==> config.mk <==
export PLATFORM = sky130hd
export DESIGN_NAME = bel_bank
export DESIGN_NICKNAME = d
export VERILOG_FILES = /design/src/bel_pkg.sv /design/src/bel_evt_if.sv /design/src/bel_bank.sv /design/src/bel_sync.sv /design/src/bel_timer.sv
export SDC_FILE = /design/constraint.sdc
export NUM_CORES = 1
export LEC_CHECK = 0
export BUFFER_PORTS_ARGS = -buffer_cell sky130_fd_sc_hd__clkbuf_2
export CORE_MARGIN = 2
export CORE_UTILIZATION = 41
export DETAILED_ROUTE_END_ITERATION = 12
export GPL_TIMING_DRIVEN = 0
export PLACE_DENSITY = 0.75
export SLEW_MARGIN = 0
export SYNTH_ARGS = -nofsm -noshare
export SYNTH_HDL_FRONTEND = slang
export SYNTH_SLANG_ARGS = --single-unit
==> constraint.sdc <==
create_clock -name core_clk -period 2.95 [get_ports core_clk]
set_input_delay 0.4425 -clock core_clk [delete_from_list [all_inputs] [get_ports core_clk]]
set_output_delay 0.4425 -clock core_clk [all_outputs]
set_load 0.005 [all_outputs]
==> src/bel_pkg.sv <==
// Constants and types for the backplane bus error log register bank
package bel_pkg;
	localparam logic [31:0] BEL_STATUS_ADDR   = 32'h20080004;
	localparam logic [31:0] BEL_BUS_ADDR_ADDR = 32'h20080008;
	localparam logic [31:0] BEL_MEM_ADDR_ADDR = 32'h2008000C;
	localparam logic [5:0]  BEL_RESET_PR_NUM  = 6'h37;
	// Status bit positions
	localparam int BEL_B_HALT  = 15;
	localparam int BEL_B_PWR   = 14;
	localparam int BEL_B_NXM   = 7;
	localparam int BEL_B_PAR   = 5;
	localparam int BEL_B_MEM   = 4;
	localparam int BEL_B_LOST  = 3;
	localparam int BEL_B_GRANT = 2;
	localparam int BEL_B_RSV0  = 0;
	localparam logic [31:0] BEL_STATUS_MASK = 32'h0000C0BC;
	localparam logic [31:0] BEL_STATUS_RST  = 32'h00000000;
	localparam logic [3:0]  BEL_BE_LONG     = 4'hF;
	localparam int BEL_BUS_AW = 13;
	localparam int BEL_MEM_AW = 20;
	localparam int BEL_BUS_LSB = 9;
	// Timeouts
	localparam int BEL_CLK_NS       = 10;
	localparam int BEL_NXM_US       = 10;
	localparam int BEL_GRANT_MS     = 10;
	localparam int BEL_NXM_CYC      = BEL_NXM_US * 1000 / BEL_CLK_NS;
	localparam int BEL_GRANT_CYC    = BEL_GRANT_MS * 1000000 / BEL_CLK_NS;
	localparam int BEL_CNT_W        = 20;
	// Kind of backplane cycle in flight
	typedef enum logic [2:0] {
		BEL_CYC_DEMAND   = 3'b001,
		BEL_CYC_PREFETCH = 3'b010,
		BEL_CYC_INTACK   = 3'b100
	} bel_cyc_t;
endpackage

==> src/bel_evt_if.sv <==
`timescale 1ns/1ns
// Error events passed from the bus timer to the register bank
interface bel_evt_if;
	logic nxm_pulse;
	logic grant_pulse;
	modport timer (output nxm_pulse, output grant_pulse);
	modport bank  (input nxm_pulse, input grant_pulse);
endinterface

==> src/bel_bank.sv <==
`timescale 1ns/1ns
// Backplane bus error log register bank, local processor side
module bel_bank
	import bel_pkg::*;
#(
	parameter int GRANT_CYC = BEL_GRANT_CYC
) (
	input  wire logic        core_clk,
	input  wire logic        rst,
	input  wire logic        dc_power_good,
	input  wire logic        backplane_halt_line,
	input  wire logic        halt_line_enable,
	input  wire logic        pwr_action_select,
	input  wire logic        pr_write,
	input  wire logic [5:0]  pr_num,
	input  wire logic        io_req,
	input  wire logic        io_local,
	input  wire logic        io_write,
	input  wire logic [31:0] io_addr,
	input  wire logic [3:0]  io_be,
	input  wire logic [31:0] io_wdata,
	output logic [31:0]      io_rdata,
	output logic             io_ack,
	output logic             io_err,
	output logic             hard_err_irq,
	input  wire logic        cyc_active,
	input  bel_cyc_t         cyc_kind,
	input  wire logic        bus_granted,
	input  wire logic        bus_reply,
	input  wire logic        demand_read_done,
	input  wire logic        bus_parity_err,
	input  wire logic [21:0] bus_addr,
	input  wire logic        mem_err,
	input  wire logic        mem_err_lmgh_read,
	input  wire logic        mem_err_lmgh_write,
	input  wire logic [28:0] mem_addr,
	output logic             retry_err,
	output logic             mem_write_irq
);
	bel_evt_if evt ();
	logic halt_s;
	logic pg_s;
	logic pg_q_reg;
	logic halt_q_reg;
	logic [31:0] status_reg;
	logic [31:0] status_next;
	logic [BEL_BUS_AW-1:0] bus_ea_reg;
	logic [BEL_BUS_AW-1:0] bus_ea_next;
	logic [BEL_MEM_AW-1:0] mem_ea_reg;
	logic [BEL_MEM_AW-1:0] mem_ea_next;
	logic [31:0] rdata_next;
	logic        ack_next;
	logic        err_next;
	logic        hard_next;
	logic        retry_next;
	logic        mwirq_next;
	logic        pg_fall;
	logic        halt_rise;
	logic        soft_rst;
	logic        acc;
	logic        st_hit;
	logic        bus_hit;
	logic        mem_hit;
	logic [31:0] clr;
	logic        par_evt;
	logic        mem_evt;
	logic        bus_cap;
	logic        pending;

	bel_sync u_halt (
		.core_clk (core_clk),
		.rst      (rst),
		.pin      (backplane_halt_line),
		.level    (halt_s)
	);
	bel_sync u_pg (
		.core_clk (core_clk),
		.rst      (rst),
		.pin      (dc_power_good),
		.level    (pg_s)
	);
	bel_timer #(.GRANT_CYC(GRANT_CYC)) u_timer (
		.core_clk    (core_clk),
		.rst         (rst),
		.cyc_active  (cyc_active),
		.cyc_kind    (cyc_kind),
		.bus_granted (bus_granted),
		.bus_reply   (bus_reply),
		.evt         (evt.timer)
	);

	// Event decode; only demand reads report parity
	always_comb begin
		pg_fall   = pg_q_reg && !pg_s;
		halt_rise = halt_s && !halt_q_reg;
		soft_rst  = pr_write && (pr_num == BEL_RESET_PR_NUM);
		par_evt   = demand_read_done && bus_parity_err && (cyc_kind == BEL_CYC_DEMAND);
		mem_evt   = mem_err;
		bus_cap   = par_evt || evt.nxm_pulse;
		pending   = status_reg[BEL_B_NXM] || status_reg[BEL_B_PAR] ||
		            status_reg[BEL_B_MEM] || status_reg[BEL_B_RSV0];
	end

	// Decode; external masters never reach the bank
	always_comb begin
		acc     = io_req && io_local;
		st_hit  = acc && (io_addr == BEL_STATUS_ADDR);
		bus_hit = acc && (io_addr == BEL_BUS_ADDR_ADDR);
		mem_hit = acc && (io_addr == BEL_MEM_ADDR_ADDR);
		clr     = '0;
		if (st_hit && io_write) begin
			for (int i = 0; i < 4; i++) begin
				if (io_be[i]) clr[i*8 +: 8] = io_wdata[i*8 +: 8];
			end
		end
	end

	// Status: set beats clear; mask keeps unused bits zero
	always_comb begin
		status_next = status_reg & ~clr;
		if (halt_rise && halt_line_enable) status_next[BEL_B_HALT] = 1'b1;
		if (pg_fall && pwr_action_select) status_next[BEL_B_PWR] = 1'b1;
		if (evt.nxm_pulse) status_next[BEL_B_NXM] = 1'b1;
		if (par_evt) status_next[BEL_B_PAR] = 1'b1;
		if (mem_evt) status_next[BEL_B_MEM] = 1'b1;
		if (evt.grant_pulse) status_next[BEL_B_GRANT] = 1'b1;
		if ((bus_cap || mem_evt) && pending) status_next[BEL_B_LOST] = 1'b1;
		status_next = status_next & BEL_STATUS_MASK;
		// Power-good loss and reset register clear every status flag
		if (soft_rst || pg_fall) status_next = BEL_STATUS_RST;
	end

	// Capture registers hold while an earlier capture stands
	always_comb begin
		bus_ea_next = bus_ea_reg;
		mem_ea_next = mem_ea_reg;
		if (bus_cap && !status_reg[BEL_B_PAR] && !status_reg[BEL_B_NXM])
			bus_ea_next = bus_addr[BEL_BUS_LSB +: BEL_BUS_AW];
		if (mem_evt && !status_reg[BEL_B_MEM])
			mem_ea_next = mem_addr[BEL_BUS_LSB +: BEL_MEM_AW];
	end

	// Read path and access answers
	always_comb begin
		rdata_next = '0;
		ack_next   = acc && (st_hit || bus_hit || mem_hit);
		err_next   = acc && !(st_hit || bus_hit || mem_hit);
		hard_next  = (bus_hit || mem_hit) && io_write;
		if ((bus_hit || mem_hit) && io_be != BEL_BE_LONG) begin
			ack_next = 1'b0;
			err_next = 1'b1;
		end
		if (st_hit && !io_write) rdata_next = status_reg & BEL_STATUS_MASK;
		if (bus_hit && !io_write) rdata_next = {19'h0, bus_ea_reg};
		if (mem_hit && !io_write) rdata_next = {12'h0, mem_ea_reg};
		retry_next = mem_evt && mem_err_lmgh_read;
		mwirq_next = mem_evt && mem_err_lmgh_write;
	end

	// Capture registers have no reset value; the rest clear
	always_ff @(posedge core_clk) begin
		bus_ea_reg <= bus_ea_next;
		mem_ea_reg <= mem_ea_next;
		if (rst) begin
			status_reg    <= BEL_STATUS_RST;
			pg_q_reg      <= 1'b0;
			halt_q_reg    <= 1'b0;
			io_rdata      <= '0;
			io_ack        <= 1'b0;
			io_err        <= 1'b0;
			hard_err_irq  <= 1'b0;
			retry_err     <= 1'b0;
			mem_write_irq <= 1'b0;
		end else begin
			status_reg    <= status_next;
			pg_q_reg      <= pg_s;
			halt_q_reg    <= halt_s;
			io_rdata      <= rdata_next;
			io_ack        <= ack_next;
			io_err        <= err_next;
			hard_err_irq  <= hard_next;
			retry_err     <= retry_next;
			mem_write_irq <= mwirq_next;
		end
	end

	// Checks

	// Unused status bits never set
	a_status_zero: assert property (@(posedge core_clk) disable iff (rst)
		(status_reg & ~BEL_STATUS_MASK) == '0)
		else $error("unused status bit set");
	// Status reads show only defined flags
	a_status_read: assert property (@(posedge core_clk) disable iff (rst)
		st_hit && !io_write |=> (io_rdata & ~BEL_STATUS_MASK) == '0)
		else $error("unused status bit read");
	// Write one clears a flag
	a_w1c_clear: assert property (@(posedge core_clk) disable iff (rst)
		st_hit && io_write && io_be[0] && io_wdata[BEL_B_PAR] && !par_evt && !soft_rst
		|=> !status_reg[BEL_B_PAR])
		else $error("write one did not clear");
	// Flag holds without a clear
	a_sticky_hold: assert property (@(posedge core_clk) disable iff (rst)
		status_reg[BEL_B_MEM] && !clr[BEL_B_MEM] && !soft_rst && !pg_fall
		|=> status_reg[BEL_B_MEM])
		else $error("flag dropped");
	// Reset register empties the log
	a_soft_reset: assert property (@(posedge core_clk) disable iff (rst)
		soft_rst |=> status_reg == '0)
		else $error("reset register ignored");
	// Power-good loss empties the log
	a_pg_clear: assert property (@(posedge core_clk) disable iff (rst)
		pg_fall |=> status_reg == '0)
		else $error("power-good loss ignored");
	// Enabled halt edge logs
	a_halt_sets: assert property (@(posedge core_clk) disable iff (rst)
		halt_rise && halt_line_enable && !soft_rst && !pg_fall |=> status_reg[BEL_B_HALT])
		else $error("no halt flag");
	// Halt flag needs an enabled halt edge
	a_halt_gated: assert property (@(posedge core_clk) disable iff (rst)
		!status_reg[BEL_B_HALT] && !(halt_rise && halt_line_enable) |=> !status_reg[BEL_B_HALT])
		else $error("halt flag without enabled halt");
	// Reply timeout logs
	a_nxm_sets: assert property (@(posedge core_clk) disable iff (rst)
		evt.nxm_pulse && !soft_rst && !pg_fall |=> status_reg[BEL_B_NXM])
		else $error("no nxm flag");
	// Reply flag comes only from the watchdog
	a_nxm_only: assert property (@(posedge core_clk) disable iff (rst)
		!status_reg[BEL_B_NXM] && !evt.nxm_pulse |=> !status_reg[BEL_B_NXM])
		else $error("nxm flag without timeout");
	// Grant timeout logs
	a_grant_sets: assert property (@(posedge core_clk) disable iff (rst)
		evt.grant_pulse && !soft_rst && !pg_fall |=> status_reg[BEL_B_GRANT])
		else $error("no grant flag");
	// Only demand cycles raise bus errors
	a_demand_only: assert property (@(posedge core_clk) disable iff (rst)
		cyc_kind != BEL_CYC_DEMAND |-> !evt.nxm_pulse && !evt.grant_pulse && !par_evt)
		else $error("non-demand cycle flagged");
	// Parity error logs
	a_par_sets: assert property (@(posedge core_clk) disable iff (rst)
		par_evt && !soft_rst && !pg_fall |=> status_reg[BEL_B_PAR])
		else $error("no parity flag");
	// Memory error logs
	a_mem_sets: assert property (@(posedge core_clk) disable iff (rst)
		mem_evt && !soft_rst && !pg_fall |=> status_reg[BEL_B_MEM])
		else $error("no memory flag");
	// Memory error over a standing flag is lost
	a_lost_sets: assert property (@(posedge core_clk) disable iff (rst)
		mem_evt && pending && !soft_rst && !pg_fall |=> status_reg[BEL_B_LOST])
		else $error("lost not set");
	// Bus error over a standing flag is lost
	a_lost_bus: assert property (@(posedge core_clk) disable iff (rst)
		bus_cap && pending && !soft_rst && !pg_fall |=> status_reg[BEL_B_LOST])
		else $error("lost not set for bus error");
	// Bus address holds while a bus flag stands
	a_bus_hold: assert property (@(posedge core_clk) disable iff (rst)
		(status_reg[BEL_B_PAR] || status_reg[BEL_B_NXM]) |=> $stable(bus_ea_reg))
		else $error("bus address changed");
	// Bus address upper bits read zero
	a_bus_zero: assert property (@(posedge core_clk) disable iff (rst)
		bus_hit && !io_write |=> io_rdata[31:BEL_BUS_AW] == '0)
		else $error("bus address upper bits set");
	// Memory address holds while its flag stands
	a_mem_hold: assert property (@(posedge core_clk) disable iff (rst)
		status_reg[BEL_B_MEM] |=> $stable(mem_ea_reg))
		else $error("memory address changed");
	// Memory address upper bits read zero
	a_mem_zero: assert property (@(posedge core_clk) disable iff (rst)
		mem_hit && !io_write |=> io_rdata[31:BEL_MEM_AW] == '0)
		else $error("memory address upper bits set");
	// Address register writes raise hard error
	a_ro_hard: assert property (@(posedge core_clk) disable iff (rst)
		(bus_hit || mem_hit) && io_write |=> hard_err_irq)
		else $error("no hard error");
	// Memory address write raises hard error
	a_mem_ro: assert property (@(posedge core_clk) disable iff (rst)
		mem_hit && io_write |=> hard_err_irq)
		else $error("no hard error on memory address write");
	// Remote accesses get no answer
	a_remote_quiet: assert property (@(posedge core_clk) disable iff (rst)
		io_req && !io_local |=> !io_ack && !io_err)
		else $error("remote access answered");
	// Short address register access refused
	a_long_only: assert property (@(posedge core_clk) disable iff (rst)
		(bus_hit || mem_hit) && io_be != BEL_BE_LONG |=> io_err && !io_ack)
		else $error("short address access accepted");
	// Ack and error never together
	a_ack_excl: assert property (@(posedge core_clk) disable iff (rst)
		io_ack |-> !io_err)
		else $error("ack and error together");
	// Local-miss read reports on retry
	a_retry_read: assert property (@(posedge core_clk) disable iff (rst)
		mem_evt && mem_err_lmgh_read |=> retry_err)
		else $error("no retry error");
	// Local-miss write interrupts
	a_write_irq: assert property (@(posedge core_clk) disable iff (rst)
		mem_evt && mem_err_lmgh_write |=> mem_write_irq)
		else $error("no write interrupt");

	// Main scenarios reached
	c_nxm: cover property (@(posedge core_clk) evt.nxm_pulse);
	c_grant: cover property (@(posedge core_clk) evt.grant_pulse);
	c_lost: cover property (@(posedge core_clk) status_reg[BEL_B_LOST]);
	c_clear: cover property (@(posedge core_clk) st_hit && io_write);
	c_mem: cover property (@(posedge core_clk) mem_evt);
endmodule

==> src/bel_sync.sv <==
`timescale 1ns/1ns
// Two-flop synchroniser for one pin level
module bel_sync (
	input  wire logic core_clk,
	input  wire logic rst,
	input  wire logic pin,
	output logic      level
);
	logic s1_reg;
	logic s1_next;
	logic s2_next;
	// Second flop is the only reader of the first
	always_comb begin
		s1_next = pin;
		s2_next = s1_reg;
	end
	always_ff @(posedge core_clk) begin
		if (rst) begin
			s1_reg <= 1'b0;
			level  <= 1'b0;
		end else begin
			s1_reg <= s1_next;
			level  <= s2_next;
		end
	end
endmodule

==> src/bel_timer.sv <==
`timescale 1ns/1ns
// Reply and grant watchdogs for processor demand cycles
module bel_timer
	import bel_pkg::*;
#(
	parameter int GRANT_CYC = BEL_GRANT_CYC
) (
	input  wire logic     core_clk,
	input  wire logic     rst,
	input  wire logic     cyc_active,
	input  bel_cyc_t      cyc_kind,
	input  wire logic     bus_granted,
	input  wire logic     bus_reply,
	bel_evt_if.timer      evt
);
	logic [BEL_CNT_W-1:0] cnt_reg;
	logic [BEL_CNT_W-1:0] cnt_next;
	logic                 fired_reg;
	logic                 fired_next;
	logic                 demand;
	logic                 granted_q_reg;
	// Only demand cycles may time out; others abort silently
	always_comb begin
		demand          = cyc_active && (cyc_kind == BEL_CYC_DEMAND);
		cnt_next        = cnt_reg;
		fired_next      = fired_reg;
		evt.nxm_pulse   = 1'b0;
		evt.grant_pulse = 1'b0;
		if (!demand || bus_reply) begin
			cnt_next   = '0;
			fired_next = 1'b0;
		end else if (!fired_reg) begin
			cnt_next = cnt_reg + 1'b1;
			if (!bus_granted && cnt_reg == BEL_CNT_W'(GRANT_CYC - 1)) begin
				evt.grant_pulse = 1'b1;
				fired_next      = 1'b1;
			end else if (bus_granted && cnt_reg == BEL_CNT_W'(BEL_NXM_CYC - 1)) begin
				evt.nxm_pulse = 1'b1;
				fired_next    = 1'b1;
			end
		end
		// Grant restarts the count for the reply timer
		if (demand && bus_granted && !granted_q_reg) cnt_next = '0;
	end
	always_ff @(posedge core_clk) begin
		if (rst) begin
			cnt_reg       <= '0;
			fired_reg     <= 1'b0;
			granted_q_reg <= 1'b0;
		end else begin
			cnt_reg       <= cnt_next;
			fired_reg     <= fired_next;
			granted_q_reg <= bus_granted;
		end
	end
endmodule

== Yosys cells after proc, flatten, opt, wreduce, memory -nomap -nowiden ==
Cells that the tools add are included.

* Add/sub/neg operators: 1
* Equality and inequality tests: 8
* Mux-type cells: 23
* Bitwise logic cells: 2
* Reduce and logical (&&, ||, !) cells: 55

{| class="wikitable"
|+ Operator list
! cell !! number
|-
| $eq 32x30->1 const B || 3
|-
| $mux 20 || 2
|-
| $mux 16 || 2
|-
| $logic_and 1x1->1 || 30
|-
| $add 20x1->20 const B || 1
|-
| $eq 20x10->1 const B || 1
|-
| $eq 20x20->1 const B || 1
|-
| $mux 1 || 17
|-
| $and 16x16->16 || 1
|-
| $mux 8 || 2
|-
| $not 16->16 || 1
|-
| $logic_not 1->1 || 10
|-
| $logic_or 1x1->1 || 9
|-
| $eq 6x6->1 const B || 1
|-
| $reduce_or 2->1 || 3
|-
| $reduce_or 3->1 || 2
|-
| $ne 4x4->1 const B || 1
|-
| $eq 3x1->1 const B || 1
|-
| $logic_or 1x1->1 const B || 1
|}

* Register bits: 105
* Input bits: 146
* Output and inout port bits: 37
* Logic and storage cells: 108

== Logic depth before layout (Yosys ltp) ==
* Word-level depth: 10
* Depth in mapped cells: 6
* Mapped depth without buffers: 5

== Modules after synthesis ==
A second synthesis with hierarchy kept.

* Cell total of the unflattened synthesis: 340
* Area total of the unflattened synthesis: 3759.9 um^2

{| class="wikitable"
|+ Modules (own cells, without submodules)
! module !! instances !! cells an instance !! area an instance (um^2) !! seq. area each (um^2)
|-
| bel_bank || 1 || 207 || 2571.2 || 1671.6
|-
| bel_timer || 1 || 125 || 1083.5 || 440.4
|-
| bel_sync || 2 || 4 || 52.6 || 40.0
|}

== Worst setup path before layout ==
No wires, ideal clock.

* Path kind: reg-to-reg
* From: register u_timer.cnt_reg[3]
* To: register bus_ea_reg[0] (enable)
* Setup time: 404 ps
* Arrival time: 2443 ps
* Required time: 2546 ps
* Slack: 103 ps
* Stages on the path, launching flop included: 5
* Buffers on the path: 0
* Clock period less this slack: 2847 ps
* Cells stage by stage: dfxtp_1 or4_2 nor3_2 nand3_1 a211oi_1

* Word-level cells in the longest chain between the ends: 9
* Elaborated cells on any way between the ends: 11
* Those cells by class: eq/ne (2); mux (4); reduce/logical (5)

{| class="wikitable"
|+ RTL lines
! what !! RTL line !! RTL
|-
| from (decl) || bel_timer.sv:16 || <nowiki>logic [BEL_CNT_W-1:0] cnt_reg;</nowiki>
|-
| from (signal assigned) || bel_timer.sv:51 || <nowiki>cnt_reg <= cnt_next;</nowiki>
|-
| $eq 20x10->1 || bel_timer.sv:37 || <nowiki>end else if (bus_granted && cnt_reg == BEL_CNT_W'(BEL_NXM_CYC - 1)) begin</nowiki>
|-
| $logic_and 1x1->1 || bel_timer.sv:37 ||
|-
| $mux 1 || bel_timer.sv:37 ||
|-
| $mux 1 * || bel_timer.sv:34 || <nowiki>if (!bus_granted && cnt_reg == BEL_CNT_W'(GRANT_CYC - 1)) begin</nowiki>
|-
| $mux 1 * || bel_timer.sv:32 || <nowiki>end else if (!fired_reg) begin</nowiki>
|-
| $mux 1 * || bel_timer.sv:29 || <nowiki>if (!demand || bus_reply) begin</nowiki>
|-
| $logic_or 1x1->1 * || bel_bank.sv:99 || <nowiki>bus_cap = par_evt || evt.nxm_pulse;</nowiki>
|-
| $logic_and 1x1->1 * (2 in series) || bel_bank.sv:137 || <nowiki>if (bus_cap && !status_reg[BEL_B_PAR] && !status_reg[BEL_B_NXM])</nowiki>
|-
| to (signal assigned) || bel_bank.sv:162 || <nowiki>bus_ea_reg <= bus_ea_next;</nowiki>
|-
| to (decl) || bel_bank.sv:47 || <nowiki>logic [BEL_BUS_AW-1:0] bus_ea_reg;</nowiki>
|}

Mark *: on every way between the ends. The rest lies on a longest branch, timed or not.
A chain may end at the register's enable or synchronous reset.

== Worst setup path in the final report ==
* From: register u_timer.cnt_reg[3]
* To: register bus_ea_reg[3] (enable)

Same word-level chain as after synthesis.

==> out/results.tsv <==
stage	metric	value	unit
timing	maxSlewHeadroom	26.8	%
cts	cts_buffers	9	
global_route	grt_max_degree	20	
finish	layout_commonest_cell	clkbuf_2	
global_route	antenna_found_initial	0	
pwr	finalPower	2380	uW
logic_synthesis	syn_inst	336	
global_route	grt_pass1_vias	2920	
finish	n_antenna_cell	0	
cts	cts_resized	0	
worst_setup_path	r2r_setup_slack	0.51	ns
drt	ant_nets	0	
drt	detail_route.wl_per_cell	14.9	um
worst_setup_path	endpoint	bus_ea_reg[3]	
finish	area_growth	27.4	%
timing	fin_setup_tns	0	ns
finish	design_area	4810	um2
worst_setup_path	cp-end-kind	flop	
worst_hold_path	hold_class	input pin to flop	
cts	clock_latency	0.37	ns
worst_setup_path	cp_max_fo	10	
cts	ctsRootBufferMaster	clkbuf_8	
worst_setup_path	r2r_end	bus_ea_reg[3]	
timing	finalHoldViolCount	0	
pwr	p_per_area	495	nW/um2
drt	wl	8950	um
timing	holdWs	0.234	ns
placed_design	io_buffers	124	
floorplan	dieArea	9990	um2
drt	drcViolationCount	0	
floorplan	placementRows	35	
timing	drv_slew	0	
cts	cts_sinks	93	
floorplan	coreArea	9060	um2
global_route	grt_usage	17.6	%
placed_design	placed_area	4610	um2
cts	cts_setup_buffers	0	
logic_synthesis	syn_area_per_cell	11.2	um2
global_route	grt_pass1_wl	13600	um
logic_synthesis	yosys_register_bits	93	
placed_design	gp_congestion	0.820	
global_route	grt_overflow	0	
cts	postCtsHoldBufs	0	
drt	dr.pass1.iters	4	
status	status	finished, final reports clean	
worst_setup_path	worstPathRequired	3.03	ns
timing	worst_clock_skew	0.0175	ns
logic_synthesis	yosysSeqAreaShare	58.1	%
finish	fin_util	53.1	%
cts	clkTransAtPathRegs	0.11	ns
worst_setup_path	timing.rr.start	u_timer.cnt_reg[3]	
cts	cts_tree	yes	
timing	fmax	409	MHz
drt	routed_via_density	5.12	
timing	finalCriticalPeriod	2.44	ns
logic_synthesis	yosys_most_used_dff	dfxtp_1	
drt	vias	3074	
finish	most-common-layout-cells	125 x clkbuf_2, 60 x dfxtp_1, 33 x edfxtp_1	
pwr	leakage	0.00204	uW
logic_synthesis	synth_area	3770	um2
worst_setup_path	critPathLaunch	u_timer.cnt_reg[3]	
floorplan	num_io_pins	183	
worst_hold_path	min_from	mem_addr[20]	
finish	drive_above_1_share	36.6	%
floorplan	initial_core_util	41.6	%
cts	htree_levels	3	
logic_synthesis	synth_edf_count	33	
finish	finalNetCount	631	
worst_setup_path	worstPathArrival	2.52	ns
floorplan	die_h	100	um
timing	rsz0062_at_grt	no	
logic_synthesis	yosysWarnings	0	
cts	cts_buffer_depth	2	
timing	setup_viol	0	
timing	fin_crit_sh	82.9	%
logic_synthesis	async_reset_ff_share	0	%
worst_setup_path	crit_type	flop to flop	
logic_synthesis	ys_types	53	
worst_setup_path	cp-start-kind	flop	
worst_setup_path	reg2reg_depth	5	
floorplan	dieWidth	100	um
drt	dr.first_iter.drc_count	157	
timing	tightest_slew	1.10	ns
pwr	peakVddDrop	0.000232	V
run	maxCapViolCount	0	
placed_design	dpl.hpwl	6920	um
[worst min-delay path by stage]
| stage | to | slack [ns] | depth (start not counted) |
|---|---|---|---|
| after floorplan | pg_q_reg | 0.41 | 2 |
| after global placement | pg_q_reg | 0.42 | 2 |
| after detailed placement | pg_q_reg | 0.43 | 2 |
| after CTS | mem_ea_reg[11] | 0.22 | 1 |
| after global routing | mem_ea_reg[11] | 0.22 | 1 |
| final | mem_ea_reg[11] | 0.23 | 1 |
[power by group]
part	total [uW]	internal (uW)	leakage, uW	switching, uW
clock network	853	338	0.000100	514
logic	165	89.6	0.00115	75.3
registers	1360	1360	0.000794	7.93
[synth_stat cells, types with 9 or more instances]
cell      number  area share [%]
nand3_1       10             1.3
mux2i_1       10             2.7
mux2_2        11             3.3
and3_1        10             1.7
nand2_1       15             1.5
nor4_1        11             1.8
clkbuf_1      10            0.99
dfxtp_1       60              32
nor2b_1       14             2.3
a21oi_1        9             1.2
nor3_1        10             1.3
inv_1          9            0.89
edfxtp_1      33              26
buf_4         12             2.4
nor2_1        26             2.6
[layout make-up]
type,instances,area [um2]
Buffer,24,138
Clock buffer,9,124
Clock inverter,7,77.6
Fill cell,822,4250
Inverter,9,33.8
Multi-Input combinational cell,221,1460
Sequential cell,93,2190
Tap cell,111,139
Timing Repair Buffer,126,647
[worst max-delay path: stages, from the launching register on]
cell      delay, ns
dfxtp_1        0.39
or4_2          0.70
nor3_2         0.26
nand3_1        0.17
a211oi_2       0.42
buf_6          0.22
[metal layers]
metal / routed length, um / GRT usage (%)
met4: 124 / 6.43
met1: 3900 / 22.2
met5: 0 / 0
met3: 628 / 3.90
met2: 4290 / 29.7
[cell families (layout without fill, tap and decap cells)]
group	after synthesis	count (layout)	share of synthesized area [%]
AND/OR/NAND/NOR	144	144	23.1
other	1	12	0.0993
multiplexers	21	21	5.93
buffers and inverters	33	175	4.54
adder cells (fa/ha/maj)	1	1	0.331
flip-flops	93	93	58.1
XOR/XNOR	11	11	2.55
AO/OA/AOI/OAI	32	32	5.34
[metrics by stage]
| step | setup WS (ns) | std cells |
|---|---|---|
| finish | 0.506 | 600 |
| global route | 0.342 | 600 |
| CTS | 0.489 | 600 |
| detailed placement | 0.451 | 584 |
| global placement | -0.589 | 582 |
| floorplan | 0.103 | 347 |
Power figures use the tool's default switching activity.
